<file path="src/verilog/sbc_pkg.sv">
// Package: constants, types and helpers for the bank command state logic
`default_nettype none
package sbc_pkg;
  // Register byte offsets
  localparam logic [3:0]  REG_CFG      = 4'h0;
  localparam logic [3:0]  REG_STAT     = 4'h4;
  localparam logic [3:0]  REG_ERR      = 4'h8;
  // Config field positions
  localparam int          CFG_CL_BIT   = 0;
  localparam int          CFG_BL_LSB   = 1;
  localparam int          CFG_WR_LSB   = 4;
  localparam int          CFG_RP_LSB   = 8;
  localparam int          CFG_RCD_LSB  = 12;
  localparam int          CFG_XSR_LSB  = 16;
  localparam int          CFG_W        = 24;
  // Reset: read_latency 2, burst 4, write_recovery_time 1, precharge_period 2,
  // row_to_column_delay 2, self_refresh_exit_time 8 (all in device clocks)
  localparam logic [23:0] CFG_RST      = 24'h082216;
  // Error flag positions
  localparam int          ERR_CMD_BIT  = 0;
  localparam int          ERR_PWR_BIT  = 1;
  // Status field positions
  localparam int          STAT_PWR_LSB = 16;
  localparam int          STAT_BST_BIT = 19;

  typedef enum logic [3:0] {
    BK_IDLE  = 4'h0,
    BK_ACTV  = 4'h1,
    BK_ROW   = 4'h2,
    BK_RD    = 4'h3,
    BK_WR    = 4'h4,
    BK_RDAP  = 4'h5,
    BK_WRAP  = 4'h6,
    BK_RECOV = 4'h7,
    BK_PRE   = 4'h8
  } sbc_bank_st_t;

  typedef enum logic [2:0] {
    PM_RUN  = 3'h0,
    PM_PDN  = 3'h1,
    PM_SREF = 3'h2,
    PM_SUSP = 3'h3,
    PM_DPD  = 3'h4,
    PM_XSR  = 3'h5
  } sbc_pwr_t;

  typedef enum logic [3:0] {
    CMD_INH = 4'h0,
    CMD_NOP = 4'h1,
    CMD_ACT = 4'h2,
    CMD_RD  = 4'h3,
    CMD_WR  = 4'h4,
    CMD_BST = 4'h5,
    CMD_PRE = 4'h6,
    CMD_REF = 4'h7,
    CMD_LMR = 4'h8
  } sbc_cmd_t;

  // Command bus pins as sampled
  typedef struct packed {
    logic       cs_n;
    logic       ras_n;
    logic       cas_n;
    logic       we_n;
    logic       cke;
    logic       dqm;
    logic [1:0] ba;
    logic       a10;
  } sbc_pins_t;

  typedef struct packed {
    sbc_bank_st_t st;
    logic [7:0]   cnt;
  } sbc_bank_t;

  typedef sbc_bank_t [3:0] sbc_banks_t;

  // Read pipeline slot
  typedef struct packed {
    logic       v;
    logic [1:0] bank;
  } sbc_slot_t;

  function automatic sbc_cmd_t sbc_decode(input sbc_pins_t p);
    sbc_cmd_t c;
    c = CMD_INH;
    if (!p.cs_n) begin
      case ({p.ras_n, p.cas_n, p.we_n})
        3'h7:    c = CMD_NOP;
        3'h3:    c = CMD_ACT;
        3'h5:    c = CMD_RD;
        3'h4:    c = CMD_WR;
        3'h6:    c = CMD_BST;
        3'h2:    c = CMD_PRE;
        3'h1:    c = CMD_REF;
        default: c = CMD_LMR;
      endcase
    end
    return c;
  endfunction

  // Zero counts would skip a state, so they act as one
  function automatic logic [7:0] sbc_cnt(input logic [7:0] v);
    return (v == 8'h00) ? 8'h01 : v;
  endfunction
endpackage
`default_nettype wire

</file>
<file path="src/verilog/sbc_bank_ctrl.sv">
// Bank command and state logic with AHB-Lite register slave
`timescale 1ns/100ps
`default_nettype none
//
// How it works
// - Other-bank access interrupts auto-precharge burst, precharges it
// - Read-over-read cuts old data after read latency
// - Interrupted auto-precharge read precharges at new READ
// - WRITE stops auto-precharge read, precharge starts immediately
// - New read data appears read latency later
// - Read-over-write: store until prior clock, recover
// - Write-over-write: precharge after write recovery time
// - Last stored element precedes the interrupting WRITE
// - Power-down exit gives idle banks next edge
// - Clock suspend exit: commands recognized next edge
// - Terminate code means deep power-down when clock-enable drops with all banks idle
// - Idle only after full precharge period
// - Row active after row-to-column delay, no burst
// - Idle bank takes ACTIVE, refresh, mode load, PRECHARGE
// - Row-active bank takes READ, WRITE, PRECHARGE
// - PRECHARGE truncates plain read burst; others accepted
// - PRECHARGE truncates plain write burst; others accepted
// - Activating becomes active; precharging becomes idle
// - Auto-precharge read busy until precharge period ends
// - Burst terminate acts on most recent burst
module sbc_bank_ctrl
  import sbc_pkg::*;
(
  input  wire logic        clock,
  input  wire logic        srst,
  input  wire logic        hsel,
  input  wire logic [31:0] haddr,
  input  wire logic [1:0]  htrans,
  input  wire logic        hwrite,
  input  wire logic [2:0]  hsize,
  input  wire logic [31:0] hwdata,
  input  wire logic        hready,
  output logic             hreadyout,
  output logic [31:0]      hrdata,
  output logic             hresp,
  input  wire logic        link_clk,
  input  wire sbc_pins_t   pins_in,
  output logic             rd_drive,
  output logic [1:0]       rd_bank,
  output logic             wr_store,
  output logic [1:0]       wr_bank
);

  typedef struct packed {
    logic                 clk_s1;
    logic                 clk_s2;
    logic                 clk_s3;
    sbc_pins_t            pins_s1;
    sbc_pins_t            pins_s2;
    logic                 cke_prev;
    logic                 dqm_prev;
    sbc_banks_t           bank;
    sbc_pwr_t             pwr;
    logic [7:0]           pcnt;
    logic                 burst_act;
    logic                 burst_wr;
    logic [1:0]           burst_bank;
    logic [2:0]           burst_left;
    sbc_slot_t            pipe0;
    sbc_slot_t            pipe1;
    logic                 rd_drive;
    logic [1:0]           rd_bank;
    logic                 wr_store;
    logic [1:0]           wr_bank;
    logic [CFG_W-1:0]     cfg;
    logic [1:0]           err;
    logic                 dph_wr;
    logic [3:0]           dph_addr;
    logic [31:0]          hrdata;
  } sbc_state_t;

  sbc_state_t st_ff;
  sbc_state_t nxt_st;

  logic       lk_edge;
  sbc_cmd_t   cmd;
  logic [1:0] cba;
  logic       all_idle;
  logic       run_edge;
  logic       intr;
  logic       ahb_take;

  ////////////////////////////////////////////////////////////////////////
  // Shared decode
  assign lk_edge  = st_ff.clk_s2 & ~st_ff.clk_s3;
  assign cmd      = sbc_decode(st_ff.pins_s2);
  assign cba      = st_ff.pins_s2.ba;
  assign run_edge = lk_edge & (st_ff.pwr == PM_RUN) & st_ff.cke_prev
                    & st_ff.pins_s2.cke;
  assign intr     = run_edge & ((cmd == CMD_RD) | (cmd == CMD_WR))
                    & st_ff.burst_act & (st_ff.burst_bank != cba);
  assign ahb_take = hsel & htrans[1] & hready & (hsize == 3'h2);

  always_comb begin
    all_idle = 1'b1;
    for (int i = 0; i < 4; i++) begin
      if (st_ff.bank[i].st != BK_IDLE) all_idle = 1'b0;
    end
  end

  // Burst owner leaves its burst state; auto-precharge banks go on by themselves
  function automatic sbc_bank_t release_bank(input sbc_bank_t b,
                                             input logic [7:0] rp,
                                             input logic [7:0] wr);
    sbc_bank_t r;
    r = b;
    case (b.st)
      BK_RD, BK_WR: r.st = BK_ROW;
      BK_RDAP: begin
        r.st  = BK_PRE;
        r.cnt = rp;
      end
      BK_WRAP: begin
        r.st  = BK_RECOV;
        r.cnt = wr;
      end
      default: r = b;
    endcase
    return r;
  endfunction

  ////////////////////////////////////////////////////////////////////////
  // Next state
  always_comb begin
    logic [7:0] rp_c;
    logic [7:0] wr_c;
    logic [7:0] rcd_c;
    logic       go;
    logic       bank_ok;
    sbc_slot_t  sel;
    rp_c    = sbc_cnt({4'h0, st_ff.cfg[CFG_RP_LSB +: 4]});
    wr_c    = sbc_cnt({4'h0, st_ff.cfg[CFG_WR_LSB +: 4]});
    rcd_c   = sbc_cnt({4'h0, st_ff.cfg[CFG_RCD_LSB +: 4]});
    go      = 1'b0;
    bank_ok = 1'b0;
    sel     = st_ff.cfg[CFG_CL_BIT] ? st_ff.pipe1 : st_ff.pipe0;
    nxt_st          = st_ff;
    nxt_st.clk_s1   = link_clk;
    nxt_st.clk_s2   = st_ff.clk_s1;
    nxt_st.clk_s3   = st_ff.clk_s2;
    nxt_st.pins_s1  = pins_in;
    nxt_st.pins_s2  = st_ff.pins_s1;
    nxt_st.wr_store = 1'b0;
    if (lk_edge) begin
      nxt_st.cke_prev = st_ff.pins_s2.cke;
      nxt_st.dqm_prev = st_ff.pins_s2.dqm;
      case (st_ff.pwr)
        PM_RUN: begin
          if (st_ff.cke_prev) begin
            // Bank timers advance on every live internal edge
            for (int i = 0; i < 4; i++) begin
              if (st_ff.bank[i].cnt > 8'h01) begin
                nxt_st.bank[i].cnt = st_ff.bank[i].cnt - 8'h01;
              end else begin
                case (st_ff.bank[i].st)
                  BK_ACTV: nxt_st.bank[i].st = BK_ROW;
                  BK_PRE:  nxt_st.bank[i].st = BK_IDLE;
                  BK_RECOV: begin
                    nxt_st.bank[i].st  = BK_PRE;
                    nxt_st.bank[i].cnt = rp_c;
                  end
                  default: nxt_st.bank[i] = st_ff.bank[i];
                endcase
              end
            end
            if (!st_ff.pins_s2.cke && !st_ff.burst_act) begin
              // Low-power entries from a quiet device
              if (cmd == CMD_NOP || cmd == CMD_INH) begin
                nxt_st.pwr = PM_PDN;
              end else if (all_idle && cmd == CMD_BST) begin
                nxt_st.pwr = PM_DPD;
              end else if (all_idle && cmd == CMD_REF) begin
                nxt_st.pwr = PM_SREF;
              end else begin
                nxt_st.err[ERR_PWR_BIT] = 1'b1;
              end
            end else begin
              case (cmd)
                CMD_ACT: begin
                  if (nxt_st.bank[cba].st == BK_IDLE) begin
                    nxt_st.bank[cba].st  = BK_ACTV;
                    nxt_st.bank[cba].cnt = rcd_c;
                  end else begin
                    nxt_st.err[ERR_CMD_BIT] = 1'b1;
                  end
                end
                CMD_RD, CMD_WR: begin
                  bank_ok = (nxt_st.bank[cba].st == BK_ROW) ||
                            (nxt_st.bank[cba].st == BK_RD) ||
                            (nxt_st.bank[cba].st == BK_WR);
                  if (bank_ok) begin
                    go = 1'b1;
                    if (st_ff.burst_act) begin
                      // Interrupted auto-precharge bank runs its own precharge; a plain burst bank returns to row active
                      nxt_st.bank[st_ff.burst_bank] =
                        release_bank(nxt_st.bank[st_ff.burst_bank], rp_c, wr_c);
                    end
                    if (cmd == CMD_WR) begin
                      // Read data already in flight must not meet write data
                      nxt_st.pipe0 = '0;
                      nxt_st.pipe1 = '0;
                    end
                    nxt_st.bank[cba].st = (cmd == CMD_WR)
                      ? (st_ff.pins_s2.a10 ? BK_WRAP : BK_WR)
                      : (st_ff.pins_s2.a10 ? BK_RDAP : BK_RD);
                    nxt_st.burst_act  = 1'b1;
                    nxt_st.burst_wr   = (cmd == CMD_WR);
                    nxt_st.burst_bank = cba;
                    nxt_st.burst_left = st_ff.cfg[CFG_BL_LSB +: 3];
                  end else begin
                    nxt_st.err[ERR_CMD_BIT] = 1'b1;
                  end
                end
                CMD_PRE: begin
                  for (int i = 0; i < 4; i++) begin
                    if ((st_ff.pins_s2.a10 || cba == i[1:0]) &&
                        (nxt_st.bank[i].st == BK_ROW || nxt_st.bank[i].st == BK_RD ||
                         nxt_st.bank[i].st == BK_WR)) begin
                      nxt_st.bank[i].st  = BK_PRE;
                      nxt_st.bank[i].cnt = rp_c;
                      if (st_ff.burst_act && st_ff.burst_bank == i[1:0]) begin
                        nxt_st.burst_act = 1'b0;
                      end
                    end else if ((st_ff.pins_s2.a10 || cba == i[1:0]) &&
                                 nxt_st.bank[i].st != BK_IDLE) begin
                      nxt_st.err[ERR_CMD_BIT] = 1'b1;
                    end
                  end
                end
                CMD_BST: begin
                  // Whichever bank owns the latest burst
                  if (st_ff.burst_act) begin
                    nxt_st.burst_act = 1'b0;
                    nxt_st.bank[st_ff.burst_bank] =
                      release_bank(nxt_st.bank[st_ff.burst_bank], rp_c, wr_c);
                  end
                end
                CMD_REF, CMD_LMR: begin
                  // Refresh and mode load need all banks idle; otherwise they are flagged
                  if (!all_idle) nxt_st.err[ERR_CMD_BIT] = 1'b1;
                end
                default: nxt_st.err = nxt_st.err;
              endcase
              // Burst runs on; the first element belongs to the command edge
              if (!go && nxt_st.burst_act) begin
                if (st_ff.burst_left == 3'h0) begin
                  nxt_st.burst_act = 1'b0;
                  nxt_st.bank[st_ff.burst_bank] =
                    release_bank(nxt_st.bank[st_ff.burst_bank], rp_c, wr_c);
                end else begin
                  nxt_st.burst_left = st_ff.burst_left - 3'h1;
                end
              end
              if (go || (nxt_st.burst_act && st_ff.burst_act)) begin
                if (nxt_st.burst_wr) begin
                  // Masked elements are not stored
                  nxt_st.wr_store = ~st_ff.pins_s2.dqm;
                  nxt_st.wr_bank  = nxt_st.burst_bank;
                end
              end
              if (!st_ff.pins_s2.cke) nxt_st.pwr = PM_SUSP;
            end
            // Read data leaves read_latency edges after its element
            nxt_st.rd_drive = (cmd == CMD_WR && go) ? 1'b0
                              : sel.v & ~st_ff.dqm_prev;
            nxt_st.rd_bank  = sel.bank;
            if (!(cmd == CMD_WR && go)) begin
              nxt_st.pipe1 = st_ff.pipe0;
              nxt_st.pipe0.v    = nxt_st.burst_act & ~nxt_st.burst_wr &
                                  (go | st_ff.burst_act);
              nxt_st.pipe0.bank = nxt_st.burst_bank;
            end
          end
        end
        // Suspended edges freeze banks, burst and read pipeline; data stays driven
        PM_SUSP: if (st_ff.pins_s2.cke) nxt_st.pwr = PM_RUN;
        PM_PDN: begin
          if (st_ff.pins_s2.cke) begin
            if (cmd == CMD_NOP || cmd == CMD_INH) begin
              nxt_st.pwr = PM_RUN;
            end else begin
              nxt_st.err[ERR_PWR_BIT] = 1'b1;
            end
          end
        end
        PM_SREF: begin
          if (st_ff.pins_s2.cke) begin
            nxt_st.pwr  = PM_XSR;
            nxt_st.pcnt = sbc_cnt(st_ff.cfg[CFG_XSR_LSB +: 8]);
          end
        end
        PM_XSR: begin
          // Anything but idle commands while the array wakes is flagged
          if (cmd != CMD_NOP && cmd != CMD_INH) nxt_st.err[ERR_PWR_BIT] = 1'b1;
          if (st_ff.pcnt > 8'h01) nxt_st.pcnt = st_ff.pcnt - 8'h01;
          else nxt_st.pwr = PM_RUN;
        end
        PM_DPD: begin
          // Array is lost; controller must reinitialise afterwards
          if (st_ff.pins_s2.cke) nxt_st.pwr = PM_RUN;
        end
        default: nxt_st.pwr = PM_RUN;
      endcase
    end
    // Register slave: address phase captured, write applied in data phase
    if (st_ff.dph_wr) begin
      if (st_ff.dph_addr == REG_CFG) nxt_st.cfg = hwdata[CFG_W-1:0];
      // A hardware set of a clear flag wins over the software clear
      if (st_ff.dph_addr == REG_ERR) nxt_st.err = (st_ff.err & ~hwdata[1:0])
                                                  | (nxt_st.err & ~st_ff.err);
    end
    nxt_st.dph_wr   = ahb_take & hwrite;
    nxt_st.dph_addr = haddr[3:0];
    if (ahb_take && !hwrite) begin
      case (haddr[7:0])
        {4'h0, REG_CFG}:  nxt_st.hrdata = {8'h00, st_ff.cfg};
        {4'h0, REG_STAT}: nxt_st.hrdata = {12'h000, st_ff.burst_act, st_ff.pwr,
                                           st_ff.bank[3].st, st_ff.bank[2].st,
                                           st_ff.bank[1].st, st_ff.bank[0].st};
        {4'h0, REG_ERR}:  nxt_st.hrdata = {30'h00000000, st_ff.err};
        default:          nxt_st.hrdata = 32'h00000000;
      endcase
    end
    if (ahb_take && hwrite && haddr[31:4] != 28'h0000000) nxt_st.dph_wr = 1'b0;
  end

  always_ff @(posedge clock) begin
    if (srst) begin
      st_ff      <= '0;
      st_ff.cfg  <= CFG_RST;
      st_ff.pwr  <= PM_RUN;
    end else begin
      st_ff <= nxt_st;
    end
  end

  assign hreadyout = 1'b1;
  assign hresp     = 1'b0;
  assign hrdata    = st_ff.hrdata;
  assign rd_drive  = st_ff.rd_drive;
  assign rd_bank   = st_ff.rd_bank;
  assign wr_store  = st_ff.wr_store;
  assign wr_bank   = st_ff.wr_bank;
endmodule
`default_nettype wire

</file>
<file path="config.mk">
export PLATFORM = sky130hd
export DESIGN_NAME = sbc_bank_ctrl
export DESIGN_NICKNAME = d
export VERILOG_FILES = /design/src/verilog/sbc_pkg.sv /design/src/verilog/sbc_bank_ctrl.sv
export SDC_FILE = /design/constraint.sdc
export NUM_CORES = 1
export LEC_CHECK = 0
export ABC_AREA = 1
export BUFFER_PORTS_ARGS = -buffer_cell sky130_fd_sc_hd__buf_2
export CAP_MARGIN = 40
export CORE_UTILIZATION = 30
export DETAILED_ROUTE_END_ITERATION = 7
export GPL_TIMING_DRIVEN = 0
export PLACE_DENSITY_LB_ADDON = 0.1
export RECOVER_POWER = 100
export SLEW_MARGIN = 10
export SYNTH_ARGS = -nofsm -noshare
export SYNTH_HDL_FRONTEND = slang
export SYNTH_SLANG_ARGS = --single-unit
</file>
<file path="constraint.sdc">
create_clock -name clock -period 5.13 [get_ports clock]
set_clock_uncertainty 0.1 [all_clocks]
set_input_delay 0.2565 -clock clock [delete_from_list [all_inputs] [get_ports clock]]
set_output_delay 0.2565 -clock clock [all_outputs]
set_load 0.01 [all_outputs]
</file>
# Word level (Yosys, flattened, before mapping)
# Cells that the tools add are included.
[totals] reg_bits=164 input_bits=84 out_inout_bits=40
[classes] n_addsub=6 order_cmp=9 eq_ne=80 n_mux=224 bitwise=24 n_reduce_logical=81
[ops] op="$mux 48" n=17
[ops] op="$mux 8" n=41
[ops] op="$bwmux 48" n=6
[ops] op="$pmux 48 s4" n=1
[ops] op="$mux 12" n=14
[ops] op="$mux 4" n=38
[ops] op="$eq 4x3->1 const B" n=19
[ops] op="$bmux 12 s2" n=3
[ops] op="$demux 12 s2" n=3
[ops] op="$pmux 24 s3" n=1
[ops] op="$pmux 4 s3" n=6
[ops] op="$mux 13" n=5
[ops] op="$mux 1" n=58
[ops] op="$eq 4x2->1 const B" n=14
[ops] op="$pmux 8 s2" n=3
[ops] op="$mux 3" n=15
[ops] op="$gt 8x1->1 const B" n=5
[ops] op="$sub 8x1->8 const B" n=5
[ops] op="$reduce_bool 4->1" n=9
[ops] op="$pmux 4 s7" n=1
[ops] op="$reduce_bool 28->1" n=1
[ops] op="$eq 4x4->1 const B" n=6
[ops] op="$logic_and 1x1->1" n=24
[ops] op="$logic_not 4->1" n=6
[ops] op="45 further kinds" n=123

# Longest topological paths before layout
# Gate-level depths: netlist (run 1).
[logic_depth] ltp_word=49 ltp_mapped=35 mapped_depth_nobuf=34

# Least setup slack after synthesis (run 1)
# OpenSTA, ideal clock, no wires.
[synth_timing] kind="reg-to-reg" startpoint="reg st_ff[117] (netlist bit)" endpoint="reg st_ff[94] (netlist bit)" setup_time_ps=122 arrival_time_ps=3246 required_time_ps=4908 setup_slack_ps=1662 stages_incl_launch_ff=27 period_less_slack_ps=3468 path_cell_list="dfxtp_1 > inv_1 > ha_1 > o21ai_1 > nor2_4 > nand2_2 > nand3_1 > nand2_1 > nand2_1 > nor2_1 > o21ai_4 > nand3_4 > nand2_2 > buf_6 > nand3b_1 > nand3_2 > nand3_2 > nand2_1 > nor2_4 > o21ai_2 > nor2_1 > nand2_1 > buf_6 > nand3_1 > nand4_1 > nand2_1 > a21oi_2"
[synth_via] elab_chain_len=46
[synth_lines] item="start: declaration" line="sbc_bank_ctrl.sv:77" rtl="sbc_state_t st_ff;"
[synth_lines] item="start signal: assignment" line="sbc_bank_ctrl.sv:338" rtl="st_ff <= nxt_st;"
[synth_lines] item="$gt 8x1->1" line="sbc_bank_ctrl.sv:157" rtl="if (st_ff.bank[i].cnt > 8'h01) begin"
[synth_lines] item="$mux 4" line="sbc_bank_ctrl.sv:157"
[synth_lines] item="$mux 4" line="sbc_bank_ctrl.sv:154" rtl="if (st_ff.cke_prev) begin"
[synth_lines] item="$mux 4" line="sbc_bank_ctrl.sv:152" rtl="case (st_ff.pwr)"
[synth_lines] item="$mux 4" line="sbc_bank_ctrl.sv:149" rtl="if (lk_edge) begin"
[synth_lines] item="$bmux 12 s2" line="sbc_bank_ctrl.sv:201, sbc_bank_ctrl.sv:240"
[synth_lines] item="$mux 12 (not written as such)" line="sbc_bank_ctrl.sv:201, sbc_bank_ctrl.sv:240"
[synth_lines] item="$eq 4x2->1 or $eq 4x3->1 (tied branches)" line="sbc_bank_ctrl.sv:112" rtl="case (b.st)"
[synth_lines] item="[30 not listed]"
[synth_lines] item="$mux 8" line="sbc_bank_ctrl.sv:171" rtl="if (!st_ff.pins_s2.cke && !st_ff.burst_act) begin"
[synth_lines] item="$mux 8" line="sbc_bank_ctrl.sv:154"
[synth_lines] item="$mux 8" line="sbc_bank_ctrl.sv:152"
[synth_lines] item="$mux 8" line="sbc_bank_ctrl.sv:149"
[synth_lines] item="$bwmux 48" line="sbc_bank_ctrl.sv:253" rtl="nxt_st.bank[st_ff.burst_bank] ="
[synth_lines] item="$mux 48" line="sbc_bank_ctrl.sv:251" rtl="if (st_ff.burst_left == 3'h0) begin"
[synth_lines] item="$mux 48 *" line="sbc_bank_ctrl.sv:250" rtl="if (!go && nxt_st.burst_act) begin"
[synth_lines] item="$mux 48 *" line="sbc_bank_ctrl.sv:171"
# Mark *: on every way between the ends. The rest lies on a longest branch, timed or not. The select of a mux whose other input is x is not followed.
# A chain may end at the register's enable or synchronous reset.

# Final worst setup path (run 1)
[layout_timing] startpoint="reg st_ff[78] (netlist bit)" endpoint="reg st_ff[93] (netlist bit)"
[layout_via] elab_chain_len=41
[layout_lines] item="$bmux 12 s2" line="sbc_bank_ctrl.sv:201, sbc_bank_ctrl.sv:240"
[layout_lines] item="$mux 12 (not written as such)" line="sbc_bank_ctrl.sv:201, sbc_bank_ctrl.sv:240"
[layout_lines] item="$eq 4x2->1 or $eq 4x3->1 (tied branches)" line="sbc_bank_ctrl.sv:112"
[layout_lines] item="$reduce_or 2->1" line="sbc_bank_ctrl.sv:112"
[layout_lines] item="$pmux 4 s3" line="sbc_bank_ctrl.sv:112"
[layout_lines] item="$mux 4" line="sbc_bank_ctrl.sv:198, sbc_bank_ctrl.sv:237"
[layout_lines] item="$mux 4" line="sbc_bank_ctrl.sv:196" rtl="if (bank_ok) begin"
[layout_lines] item="$mux 4" line="sbc_bank_ctrl.sv:183" rtl="case (cmd)"
[layout_lines] item="[25 not listed]"
[layout_lines] item="$mux 8" line="sbc_bank_ctrl.sv:171"
[layout_lines] item="$mux 8" line="sbc_bank_ctrl.sv:154"
[layout_lines] item="$mux 8" line="sbc_bank_ctrl.sv:152"
[layout_lines] item="$mux 8" line="sbc_bank_ctrl.sv:149"
[layout_lines] item="$bwmux 48" line="sbc_bank_ctrl.sv:253"
[layout_lines] item="$mux 48" line="sbc_bank_ctrl.sv:251"
[layout_lines] item="$mux 48 *" line="sbc_bank_ctrl.sv:250"
[layout_lines] item="$mux 48 *" line="sbc_bank_ctrl.sv:171"
# Marks and branches as above.

==> impl_table.tex, run 1 <==
\begin{tabular}{lr}
\hline
Metric & Value \\
\hline
\multicolumn{2}{l}{\textbf{Min path}} \\
\quad Beginning of the worst hold path & hwdata[3] \\
\quad Worst hold path type & in -> reg \\
\multicolumn{2}{l}{\textbf{Worst setup path}} \\
\quad Critical Path Sink Type & flop \\
\quad Endpoint of the most critical setup path & st\_ff[93] \\
\quad Arr. time, crit path & a little over 5000 ps \\
\quad Launching element type of the critical path & flop \\
\quad Worst setup path start & st\_ff[78] \\
\quad Worst-case register-to-register setup slack & 200 ps \\
\quad Worst Path Required & approximately 5400 ps \\
\quad Max Fanout on Critical Path & 10 \\
\quad Classification of the worst setup path & reg -> reg \\
\quad Depth of the most critical reg-to-reg path & 22 \\
\quad Terminus of the critical flop-to-flop path & st\_ff[93] \\
\quad Critical register-to-register path startpoint & st\_ff[78] \\
\multicolumn{2}{l}{\textbf{Layout}} \\
\quad Most frequent standard cell in the layout excluding fill and tap cells & sky130\_fd\_sc\_hd\_\_nand2\_1 \\
\quad Signed area change from the synthesized netlist to the final layout & 16.99\% \\
\quad Fillers & around 4700 \\
\quad Final standard cell utilization of the core & between 30\% and 40\% \\
\quad Count of nets after finishing & approximately 2400 \\
\quad Most used cells in the layout excluding fill and tap cells & sky130\_fd\_sc\_hd\_\_nand2\_1 (491), sky130\_fd\_sc\_hd\_\_inv\_1 (240), sky130\_fd\_sc\_hd\_\_a21oi\_1 (218) \\
\quad Fraction of layout instances using a drive strength above 1 & around an eighth \\
\multicolumn{2}{l}{\textbf{Synth}} \\
\quad Part of the Yosys area used for sequential elements & around a quarter \\
\quad Number of flops mapped to enable cells by yosys & 0 \\
\quad FFs w/ async S/R, synth & 0\% \\
\quad Post-synthesis instance area & 0.01283 mm\^{}2 \\
\quad Number of register bits inferred by synthesis & between 150 and 200 \\
\quad Most frequently used flop master after synthesis & sky130\_fd\_sc\_hd\_\_dfxtp\_1 \\
\quad Yosys synthesis warning count & 0 \\
\quad Gate Count Post-Synth & between 2000 and 2500 \\
\quad Avg Cell Area, Syn & just over 6 um\^{}2 \\
\quad Count of cell types in the netlist & 54 \\
\multicolumn{2}{l}{\textbf{Floorplan}} \\
\quad Core ar. & $\sim$0.042 mm\^{}2 \\
\quad Die boundary width & 208.8 um \\
\quad Initial core utilization & a little under a third \\
\quad Die height & 208.8 um \\
\quad Row count & between 70 and 80 \\
\quad Total Die Area & between 0.04 and 0.05 mm\^{}2 \\
\quad Count of boundary I/O pins & 124 \\
\multicolumn{2}{l}{\textbf{Drt}} \\
\quad Iter 0 DRT Violations & between 1500 and 2000 \\
\quad Remaining routing DRC violations & 0 \\
\quad Detailed Routing Iterations Pass 1 & 6 \\
\quad Remaining antenna violation count & 0 \\
\quad Ratio of routed vias to standard cells & 5.577 \\
\quad Vias after detailed routing & about 16000 \\
\quad Wire length reported by the detailed router & 68070 um \\
\quad Routed WL per cell & approximately 24 um \\
\multicolumn{2}{l}{\textbf{Timing}} \\
\quad Setup-violating endpoint count in the final report & 0 \\
\quad Final hold violation count & 0 \\
\quad Unrepaired setup endpoints after global routing & true \\
\quad Worst slew margin & between 20 and 30\% \\
\quad Max Clk Rate & between 200 and 250 MHz \\
\quad Transition time at the pin with the least slew margin & $\sim$1100 ps \\
\quad Final Cycle Share & between 90\% and 100\% \\
\quad Worst Slack Setup Final & between 200 and 250 ps \\
\quad Hold\_ws & a little under 9 ps \\
\quad Final min period & between 4000 and 5000 ps \\
\quad Final slew viol count & 0 \\
\multicolumn{2}{l}{\textbf{Job}} \\
\quad Number of max-cap violations & 0 \\
\multicolumn{2}{l}{\textbf{Power}} \\
\quad Power density of the placed cells & approximately 200 mW/mm\^{}2 \\
\quad Switching Power & 0.0009512 W \\
\quad Internal power consumption & 0.002118 W \\
\quad Switch share & 31.00\% \\
\quad Total leakage power & roughly 6.4 nW \\
\quad IR drop worst, VDD & 0.2002 mV \\
\quad Fraction of power consumed by combinational cells & approximately 17\% \\
\quad Clk pwr share & between 40 and 50\% \\
\quad Part of the power in registers & about two fifths \\
\multicolumn{2}{l}{\textbf{Placement}} \\
\quad HPWL reported at the end of detailed placement & 55820 um \\
\quad Number of input and output port buffers inserted & roughly 100 \\
\quad Placer Congestion & between 0.9 and 1 \\
\quad Dpl ws & -7.875 ps \\
\multicolumn{2}{l}{\textbf{Global routing}} \\
\quad Pin count of the biggest net entering global routing & 17 \\
\quad Vias in the first global route & around 15000 \\
\quad Global route total overflow & 0 \\
\quad First-pass GRT wire length & around 100000 um \\
\quad Number of antenna violations at the first check in global routing & 0 \\
\quad Total track usage & 30.74\% \\
\multicolumn{2}{l}{\textbf{Outcome}} \\
\quad Status & completed \\
\multicolumn{2}{l}{\textbf{CTS}} \\
\quad Clock tree from TritonCTS & yes \\
\quad Skew-Pair Late Insertion Delay & approximately 450 ps \\
\quad H-tree levels & 4 \\
\quad Num CTS Buffers & 17 \\
\quad Clock Tree Buf Depth & 2 \\
\quad Post-CTS clock slew at the launch and capture registers of the worst setup and hold paths & around 70 ps \\
\quad Setup bufs post-CTS & 0 \\
\quad Number of clock sinks & 156 \\
\quad CTS Root Buffer Type & sky130\_fd\_sc\_hd\_\_clkbuf\_16 \\
\hline
\end{tabular}
## cell usage after synthesis, types with 3 or more instances
cell type / n / share of area (%)
sky130_fd_sc_hd__nor2_1: 162 / 4.7
sky130_fd_sc_hd__o22ai_1: 53 / 2.6
sky130_fd_sc_hd__buf_2: 12 / 0.47
sky130_fd_sc_hd__o21ai_1: 5 / 0.20
sky130_fd_sc_hd__buf_6: 7 / 0.61
sky130_fd_sc_hd__inv_1: 239 / 7.0
sky130_fd_sc_hd__o31ai_1: 10 / 0.59
sky130_fd_sc_hd__nand3b_1: 4 / 0.23
sky130_fd_sc_hd__nand2_2: 29 / 1.4
sky130_fd_sc_hd__nand3_2: 14 / 1.1
sky130_fd_sc_hd__nand3_1: 109 / 4.3
sky130_fd_sc_hd__nor4_1: 13 / 0.63
sky130_fd_sc_hd__nor2_8: 3 / 0.47
sky130_fd_sc_hd__o211ai_1: 18 / 1.1
sky130_fd_sc_hd__clkbuf_1: 69 / 2.0
sky130_fd_sc_hd__xnor2_1: 6 / 0.41
sky130_fd_sc_hd__ha_1: 13 / 1.3
sky130_fd_sc_hd__dfxtp_1: 156 / 24
sky130_fd_sc_hd__a211oi_1: 8 / 0.47
sky130_fd_sc_hd__nand4_1: 48 / 2.3
sky130_fd_sc_hd__a21oi_1: 214 / 8.3
sky130_fd_sc_hd__nor3_2: 3 / 0.23
sky130_fd_sc_hd__xor2_1: 17 / 1.2
sky130_fd_sc_hd__buf_4: 38 / 2.2
sky130_fd_sc_hd__o2111ai_1: 3 / 0.20
sky130_fd_sc_hd__a31oi_1: 19 / 0.93
sky130_fd_sc_hd__o21ai_0: 215 / 8.4
sky130_fd_sc_hd__nand2_1: 491 / 14
sky130_fd_sc_hd__o21a_1: 5 / 0.29
sky130_fd_sc_hd__nor3_1: 17 / 0.66
sky130_fd_sc_hd__clkinv_1: 14 / 0.41
sky130_fd_sc_hd__o21ai_2: 3 / 0.20
sky130_fd_sc_hd__buf_1: 3 / 0.088
sky130_fd_sc_hd__a221oi_1: 22 / 1.5
sky130_fd_sc_hd__nor2_2: 10 / 0.49
sky130_fd_sc_hd__inv_2: 11 / 0.32
sky130_fd_sc_hd__nor2_4: 10 / 0.88
sky130_fd_sc_hd__nand2_4: 10 / 0.88
sky130_fd_sc_hd__a21oi_2: 11 / 0.75
## routing by layer
metal,GRT usage (%),share of wire (%),vias up
met5,0,0,-
met1,41.78,45,7580
met2,48.84,45,703
li1,-,-,7406
met3,2.720,6.1,128
met4,14.78,4.8,0
## cells by family after synthesis
| family | after synthesis | synth area share (%) |
|---|---|---|
| mux | 1 | 0.07802 |
| simple gates | 931 | 33.42 |
| buf+inv | 394 | 13.26 |
| compound gates | 593 | 26.00 |
| fa+ha+maj | 13 | 1.268 |
| other cells | 2 | 0.05854 |
| xor+xnor | 23 | 1.570 |
| flops | 156 | 24.34 |
## power by group through the flow
stage	Sequential, W	Clock (W)	Combinational, W
finish	0.00123	0.00131	0.000526
CTS	0.00123	0.00133	0.000516
detailed placement	0.00126	0	0.000497
global placement	0.00126	0	0.000496
floorplan	0.00126	0	0.000297
global route	0.00124	0.00138	0.000562
## final cells by class
class	count	area (um^2)	share of cell area, %
multi-input cells	1571	8046	53.61
flip-flops and latches	156	3123	20.81
inverters	265	1018	6.786
repair buffers	143	847.1	5.644
plain buffers	129	698.2	4.652
well taps	539	674.4	4.493
clock buffers	18	439.2	2.926
clock inverters	14	160.2	1.067
diodes	1	2.502	0.01667
## stage by stage
stage / total power (W) / setup TNS [ps] / std cells / instance area, um^2
after floorplan: 0.001555 / 0 / 2121 / 12860
after global placement: 0.001757 / -181.4 / 2764 / 14050
after detailed placement: 0.001759 / -7.875 / 2773 / 14130
after CTS: 0.003083 / 0 / 2835 / 15040
after global routing: 0.003173 / -4.289 / 2835 / 15010
final: 0.003069 / 0 / 2836 / 15010
## how the worst min path moves through the flow
stage	slack, ps	endpoint	depth (start not counted)
2_1_floorplan	250	st_ff[38]	1
3_3_place_gp	290	st_ff[143]	2
3_5_place_dp	290	cba[1]	2
4_1_cts	4	st_ff[51]	3
5_1_grt	40	st_ff[42]	3
6_report	9	st_ff[42]	3
## timing repair
action                                  4_1_cts  5_1_grt
hold endpoints to repair                     29        0
pin swaps                                     0        0
endpoints found under the setup margin        1       38
resized for setup                             1       13
hold buffers                                 30        0
## critical path, stage by stage, from the launching register on
cell	delay, ps
sky130_fd_sc_hd__dfxtp_1	300
sky130_fd_sc_hd__buf_2	200
sky130_fd_sc_hd__inv_1	170
sky130_fd_sc_hd__nor2_2	460
sky130_fd_sc_hd__clkinvlp_4	430
sky130_fd_sc_hd__nor2_1	450
sky130_fd_sc_hd__clkbuf_2	400
sky130_fd_sc_hd__clkinvlp_4	370
sky130_fd_sc_hd__nand2_1	190
sky130_fd_sc_hd__nand3_1	100
sky130_fd_sc_hd__nand2_1	70
sky130_fd_sc_hd__nand2_1	50
sky130_fd_sc_hd__nand2_1	130
sky130_fd_sc_hd__nand3_1	100
sky130_fd_sc_hd__nand2_1	110
sky130_fd_sc_hd__clkinv_1	130
sky130_fd_sc_hd__nand2_1	220
sky130_fd_sc_hd__nand2_1	130
sky130_fd_sc_hd__buf_6	190
sky130_fd_sc_hd__nand3_1	160
sky130_fd_sc_hd__nand4_1	120
sky130_fd_sc_hd__nand2_1	130
sky130_fd_sc_hd__a21oi_1	80
## registers in the layout, summed over array words and instances, names as in the netlist
| signal | cells |
|---|---|
| st_ff | 113 |
| hrdata | 24 |
| nxt_st | 11 |
| cba | 2 |
| rd_bank | 2 |
| wr_bank | 2 |
| rd_drive | 1 |
| wr_store | 1 |
Note: power is estimated with default switching activity, not from simulation.
==> inputs of run 2 (changes only) <==
--- a/config.mk
+++ b/config.mk
@@ -5,7 +5,7 @@
 export SDC_FILE = /design/constraint.sdc
 export NUM_CORES = 1
 export LEC_CHECK = 0
-export ABC_AREA = 1
+export ABC_AREA = 0
 export BUFFER_PORTS_ARGS = -buffer_cell sky130_fd_sc_hd__buf_2
 export CAP_MARGIN = 40
 export CORE_UTILIZATION = 30
==> run 2 against run 1 <==
Against the previous run: combinational power fell by 31%; utilization rose by 4.4 points; critical path depth fell by 4; clock power rose by 11%; maximum frequency fell by 3.9%; via count rose by 7.9%; count of clock-buffer cells in the layout did not move; power fell by 1.1%; worst hold slack improved by 200 ps; sequential share of layout area fell by 2.8 points; first-iteration DRC count fell by 2.5%; largest power group unchanged; register-to-register slack got worse by 200 ps; largest cell class unchanged.
==> impl_table.tex, run 2 <==
\begin{tabular}{lr}
\hline
Metric & Value \\
\hline
\multicolumn{2}{l}{\textbf{Layout}} \\
\quad Fillers & 4613 (-2.6\%) \\
\quad Register bank with the most flops & st\_ff \\
\quad Signed area change from the synthesized netlist to the final layout & 31.23\% \\
\quad Final standard cell area without fillers & 0.01735 mm\^{}2 (+16\%) \\
\quad Count of placed standard cells in the final layout, fillers left out & 2712 (-4.4\%) \\
\quad Fraction of layout instances using a drive strength above 1 & 23.07\% (+11 points) \\
\quad Count of nets after finishing & 2208 (-7.2\%) \\
\quad Final standard cell utilization of the core & 40.10\% (+4.4 points) \\
\quad Largest register FFs & 113 (unchanged) \\
\quad Most frequent standard cell in the layout excluding fill and tap cells & sky130\_fd\_sc\_hd\_\_nor2\_1 \\
\quad Most used cells in the layout excluding fill and tap cells & sky130\_fd\_sc\_hd\_\_nor2\_1 (216), sky130\_fd\_sc\_hd\_\_nand2\_1 (174), sky130\_fd\_sc\_hd\_\_a21oi\_1 (158) \\
\multicolumn{2}{l}{\textbf{Synth}} \\
\quad FFs w/ async S/R, synth & 0\% (unchanged) \\
\quad Part of the Yosys area used for sequential elements & 23.62\% (-0.72 points) \\
\quad Cell type with the highest aggregate area in the netlist & sky130\_fd\_sc\_hd\_\_dfxtp\_1 \\
\quad Number of register bits inferred by synthesis & 156 (unchanged) \\
\quad Yosys synthesis warning count & 0 (unchanged) \\
\quad Avg Cell Area, Syn & 7.189 um\^{}2 (+18\%) \\
\quad Leading cell types by total area after synthesis & sky130\_fd\_sc\_hd\_\_dfxtp\_1 (24\%), sky130\_fd\_sc\_hd\_\_nor2\_1 (6.6\%), sky130\_fd\_sc\_hd\_\_a21oi\_1 (6.4\%) \\
\quad Most frequently used flop master after synthesis & sky130\_fd\_sc\_hd\_\_dfxtp\_1 \\
\quad Leading cell types by count after synthesis & sky130\_fd\_sc\_hd\_\_nor2\_1 (231), sky130\_fd\_sc\_hd\_\_nand2\_1 (179), sky130\_fd\_sc\_hd\_\_a21oi\_1 (168) \\
\quad Post-synthesis instance area & 0.01322 mm\^{}2 (+3.0\%) \\
\quad Gate Count Post-Synth & 1839 (-13\%) \\
\quad Count of cell types in the netlist & 106 (+96\%) \\
\quad Top-area cell type share of the netlist area & 23.62\% (-0.72 points) \\
\quad Number of flops mapped to enable cells by yosys & 0 (unchanged) \\
\quad Most instantiated library cell after synthesis & sky130\_fd\_sc\_hd\_\_nor2\_1 \\
\multicolumn{2}{l}{\textbf{Worst setup path}} \\
\quad Launching element type of the critical path & flop \\
\quad Worst setup path start & st\_ff[118] \\
\quad Classification of the worst setup path & reg -> reg \\
\quad Terminus of the critical flop-to-flop path & st\_ff[137] \\
\quad Worst-case register-to-register setup slack & 5 ps (-200 ps) \\
\quad Critical Path Sink Type & flop \\
\quad Endpoint of the most critical setup path & st\_ff[137] \\
\quad Critical register-to-register path startpoint & st\_ff[118] \\
\quad Arr. time, crit path & 5440 ps (+280 ps) \\
\quad Worst Path Required & 5440 ps (+80 ps) \\
\quad Cell-by-cell listing of the critical path & inv\_1 > ha\_1 > o21bai\_4 > nor4\_4 > buf\_4 > a211oi\_1 > nor3\_2 > o22ai\_4 > a41oi\_1 > a32oi\_4 > o211ai\_1 > a21oi\_4 > nor2\_4 > buf\_6 > or2\_4 > o221ai\_4 > o211ai\_1 > a221oi\_2 \\
\quad Delay of the slowest critical-path stage & 470 ps (about the same) \\
\quad Max stage delay cell, worst path & sky130\_fd\_sc\_hd\_\_dfxtp\_1 \\
\quad Max Fanout on Critical Path & 10 (unchanged) \\
\quad Depth of the most critical reg-to-reg path & 18 (-18\%) \\
\quad Cell occurring most often along the worst timing path & sky130\_fd\_sc\_hd\_\_o211ai\_1 \\
\multicolumn{2}{l}{\textbf{Global routing}} \\
\quad First-pass GRT wire length & 122800 um (+26\%) \\
\quad Number of antenna violations at the first check in global routing & 5 (+5) \\
\quad Global route total overflow & 0 (unchanged) \\
\quad Total track usage & 39.56\% (+8.8 points) \\
\quad Vias in the first global route & 16270 (+12\%) \\
\quad Pin count of the biggest net entering global routing & 17 (unchanged) \\
\multicolumn{2}{l}{\textbf{Drt}} \\
\quad Remaining routing DRC violations & 0 (unchanged) \\
\quad Iter 0 DRT Violations & 1708 (-2.5\%) \\
\quad Ratio of routed vias to standard cells & 6.292 (+13\%) \\
\quad Vias after detailed routing & 17070 (+7.9\%) \\
\quad Wire length reported by the detailed router & 88830 um (+30\%) \\
\quad Remaining antenna violation count & 0 (unchanged) \\
\quad Routed WL per cell & 32.75 um (+36\%) \\
\quad Detailed Routing Iterations Pass 1 & 5 (-1) \\
\multicolumn{2}{l}{\textbf{Floorplan}} \\
\quad Total Die Area & 0.04491 mm\^{}2 (+3.0\%) \\
\quad Initial core utilization & 30.56\% (+0.037 points) \\
\quad Die boundary width & 211.9 um (+1.5\%) \\
\quad Row count & 76 (+1.3\%) \\
\quad Die height & 211.9 um (+1.5\%) \\
\quad Count of boundary I/O pins & 124 (unchanged) \\
\quad Core ar. & 0.04327 mm\^{}2 (+2.9\%) \\
\multicolumn{2}{l}{\textbf{CTS}} \\
\quad Clock Tree Buf Depth & 2 (unchanged) \\
\quad Skew-Pair Late Insertion Delay & 500 ps (+50 ps) \\
\quad CTS Root Buffer Type & sky130\_fd\_sc\_hd\_\_clkbuf\_16 \\
\quad Clock tree from TritonCTS & yes \\
\quad Number of clock sinks & 156 (unchanged) \\
\quad H-tree levels & 4 (unchanged) \\
\quad Num CTS Buffers & 17 (unchanged) \\
\quad Post-CTS clock slew at the launch and capture registers of the worst setup and hold paths & 80 ps (about the same) \\
\multicolumn{2}{l}{\textbf{Power}} \\
\quad Power density of the placed cells & 175.0 mW/mm\^{}2 (-14\%) \\
\quad Total leakage power & 6.209 nW (-2.7\%) \\
\quad IR drop worst, VDD & 0.2151 mV (+7.4\%) \\
\multicolumn{2}{l}{\textbf{Min path}} \\
\quad Worst hold path stage count & 4 (+1) \\
\quad Worst hold path type & in -> reg \\
\multicolumn{2}{l}{\textbf{Timing}} \\
\quad Final hold violation count & 0 (unchanged) \\
\quad Final slew viol count & 0 (unchanged) \\
\quad Transition time at the pin with the least slew margin & 1027 ps (-41.56 ps) \\
\quad Worst slew margin & 31.55\% (+3.4 points) \\
\quad Setup-violating endpoint count in the final report & 0 (unchanged) \\
\quad Final Cycle Share & 99.91\% (+3.9 points) \\
\quad Max Clk Rate & 195.1 MHz (-3.9\%) \\
\quad Final min period & 5125 ps (+197.6 ps) \\
\multicolumn{2}{l}{\textbf{Placement}} \\
\quad Number of input and output port buffers inserted & 104 (unchanged) \\
\quad HPWL reported at the end of detailed placement & 69940 um (+25\%) \\
\quad Placed cell area & 0.01502 mm\^{}2 (+6.3\%) \\
\quad Total instance count after detailed placement & 2581 (-6.9\%) \\
\quad Placer Congestion & 1.107 (+11\%) \\
\multicolumn{2}{l}{\textbf{Job}} \\
\quad Number of max-cap violations & 0 (unchanged) \\
\multicolumn{2}{l}{\textbf{Outcome}} \\
\quad Status & completed \\
\hline
\end{tabular}
## run 2: timing repair
item                                    4_1_cts  5_1_grt
hold buffers                                 41        0
pin swaps                                    28       37
endpoints found under the setup margin       48       48
gates resized for setup                     124       92
buffers inserted                             41       19
hold endpoints to repair                     41        0
gates cloned                                  0        0
## run 2: kinds of logic (layout without fill, tap and decap cells)
family                   Yosys count  in the layout  share of synthesized area [%]
AND/OR/NAND/NOR                  735            735                          27.61
AO/OA/AOI/OAI                    643            643                          33.66
buffers and inverters            219            496                          7.609
flip-flops                       156            156                          23.62
multiplexers                      57             57                          5.291
XOR/XNOR                          14             14                         0.9275
adder cells (fa/ha/maj)           13             13                          1.230
other                              2             13                        0.05681
## run 2: report_power, final
part	switching, W	internal [W]
Sequential	0.00000884	0.00122
Combinational	0.000236	0.000125
Clock	0.000661	0.000785
Total	0.000906	0.00213
## run 2: metal layers
| layer | vias to the layer above | track usage [%] | share of wire, % |
|---|---|---|---|
| met2 | 1051 | 61.89 | 44 |
| li1 | 7398 | - | - |
| met1 | 8318 | 48.67 | 40 |
| met5 | - | 0 | 0.0090 |
| met4 | 2 | 27.16 | 7.7 |
| met3 | 296 | 8.026 | 8.3 |
## run 2: worst min path at each step
stage                startpoint  slack, ps   endpoint
finish                 haddr[2]        200  hrdata[2]
global route           haddr[2]        240  hrdata[2]
CTS                    haddr[2]        190  hrdata[2]
detailed placement  nxt_st[145]        330     cba[1]
global placement    nxt_st[145]        310     cba[1]
floorplan             hwdata[1]        270  st_ff[38]
## run 2: final cells by class
| type | instances | area [um^2] | area share (%) |
|---|---|---|---|
| timing repair buffer | 251 | 1810 | 10.44 |
| sequential | 156 | 3132 | 18.05 |
| clock buffer | 18 | 429.2 | 2.474 |
| antenna | 3 | 7.507 | 0.04327 |
| clock inverter | 14 | 203.9 | 1.176 |
| inverter | 38 | 146.4 | 0.8438 |
| buffer | 175 | 892.1 | 5.142 |
| tap | 585 | 732.0 | 4.219 |
| multi-input combinational | 1472 | 9996 | 57.62 |
## run 2: critical path: cells and delay by family (launching register included)
family,cells,cell delay (ps)
AO/OA/AOI/OAI,10,3070
adder cells (fa/ha/maj),1,300
buffers and inverters,3,440
flip-flops,1,470
AND/OR/NAND/NOR,4,630
## run 2: stage by stage
stage               hold slack (ps)  total power (W)  TNS [ps]  setup slack (ps)
floorplan                     266.2         0.001392         0             658.5
global placement              314.8         0.001538    -88720             -2149
detailed placement            325.5         0.001554    -49790             -1467
CTS                           185.4         0.003043         0            0.9175
global route                  236.2         0.003110    -17.71            -15.75
finish                        204.1         0.003036         0             4.521
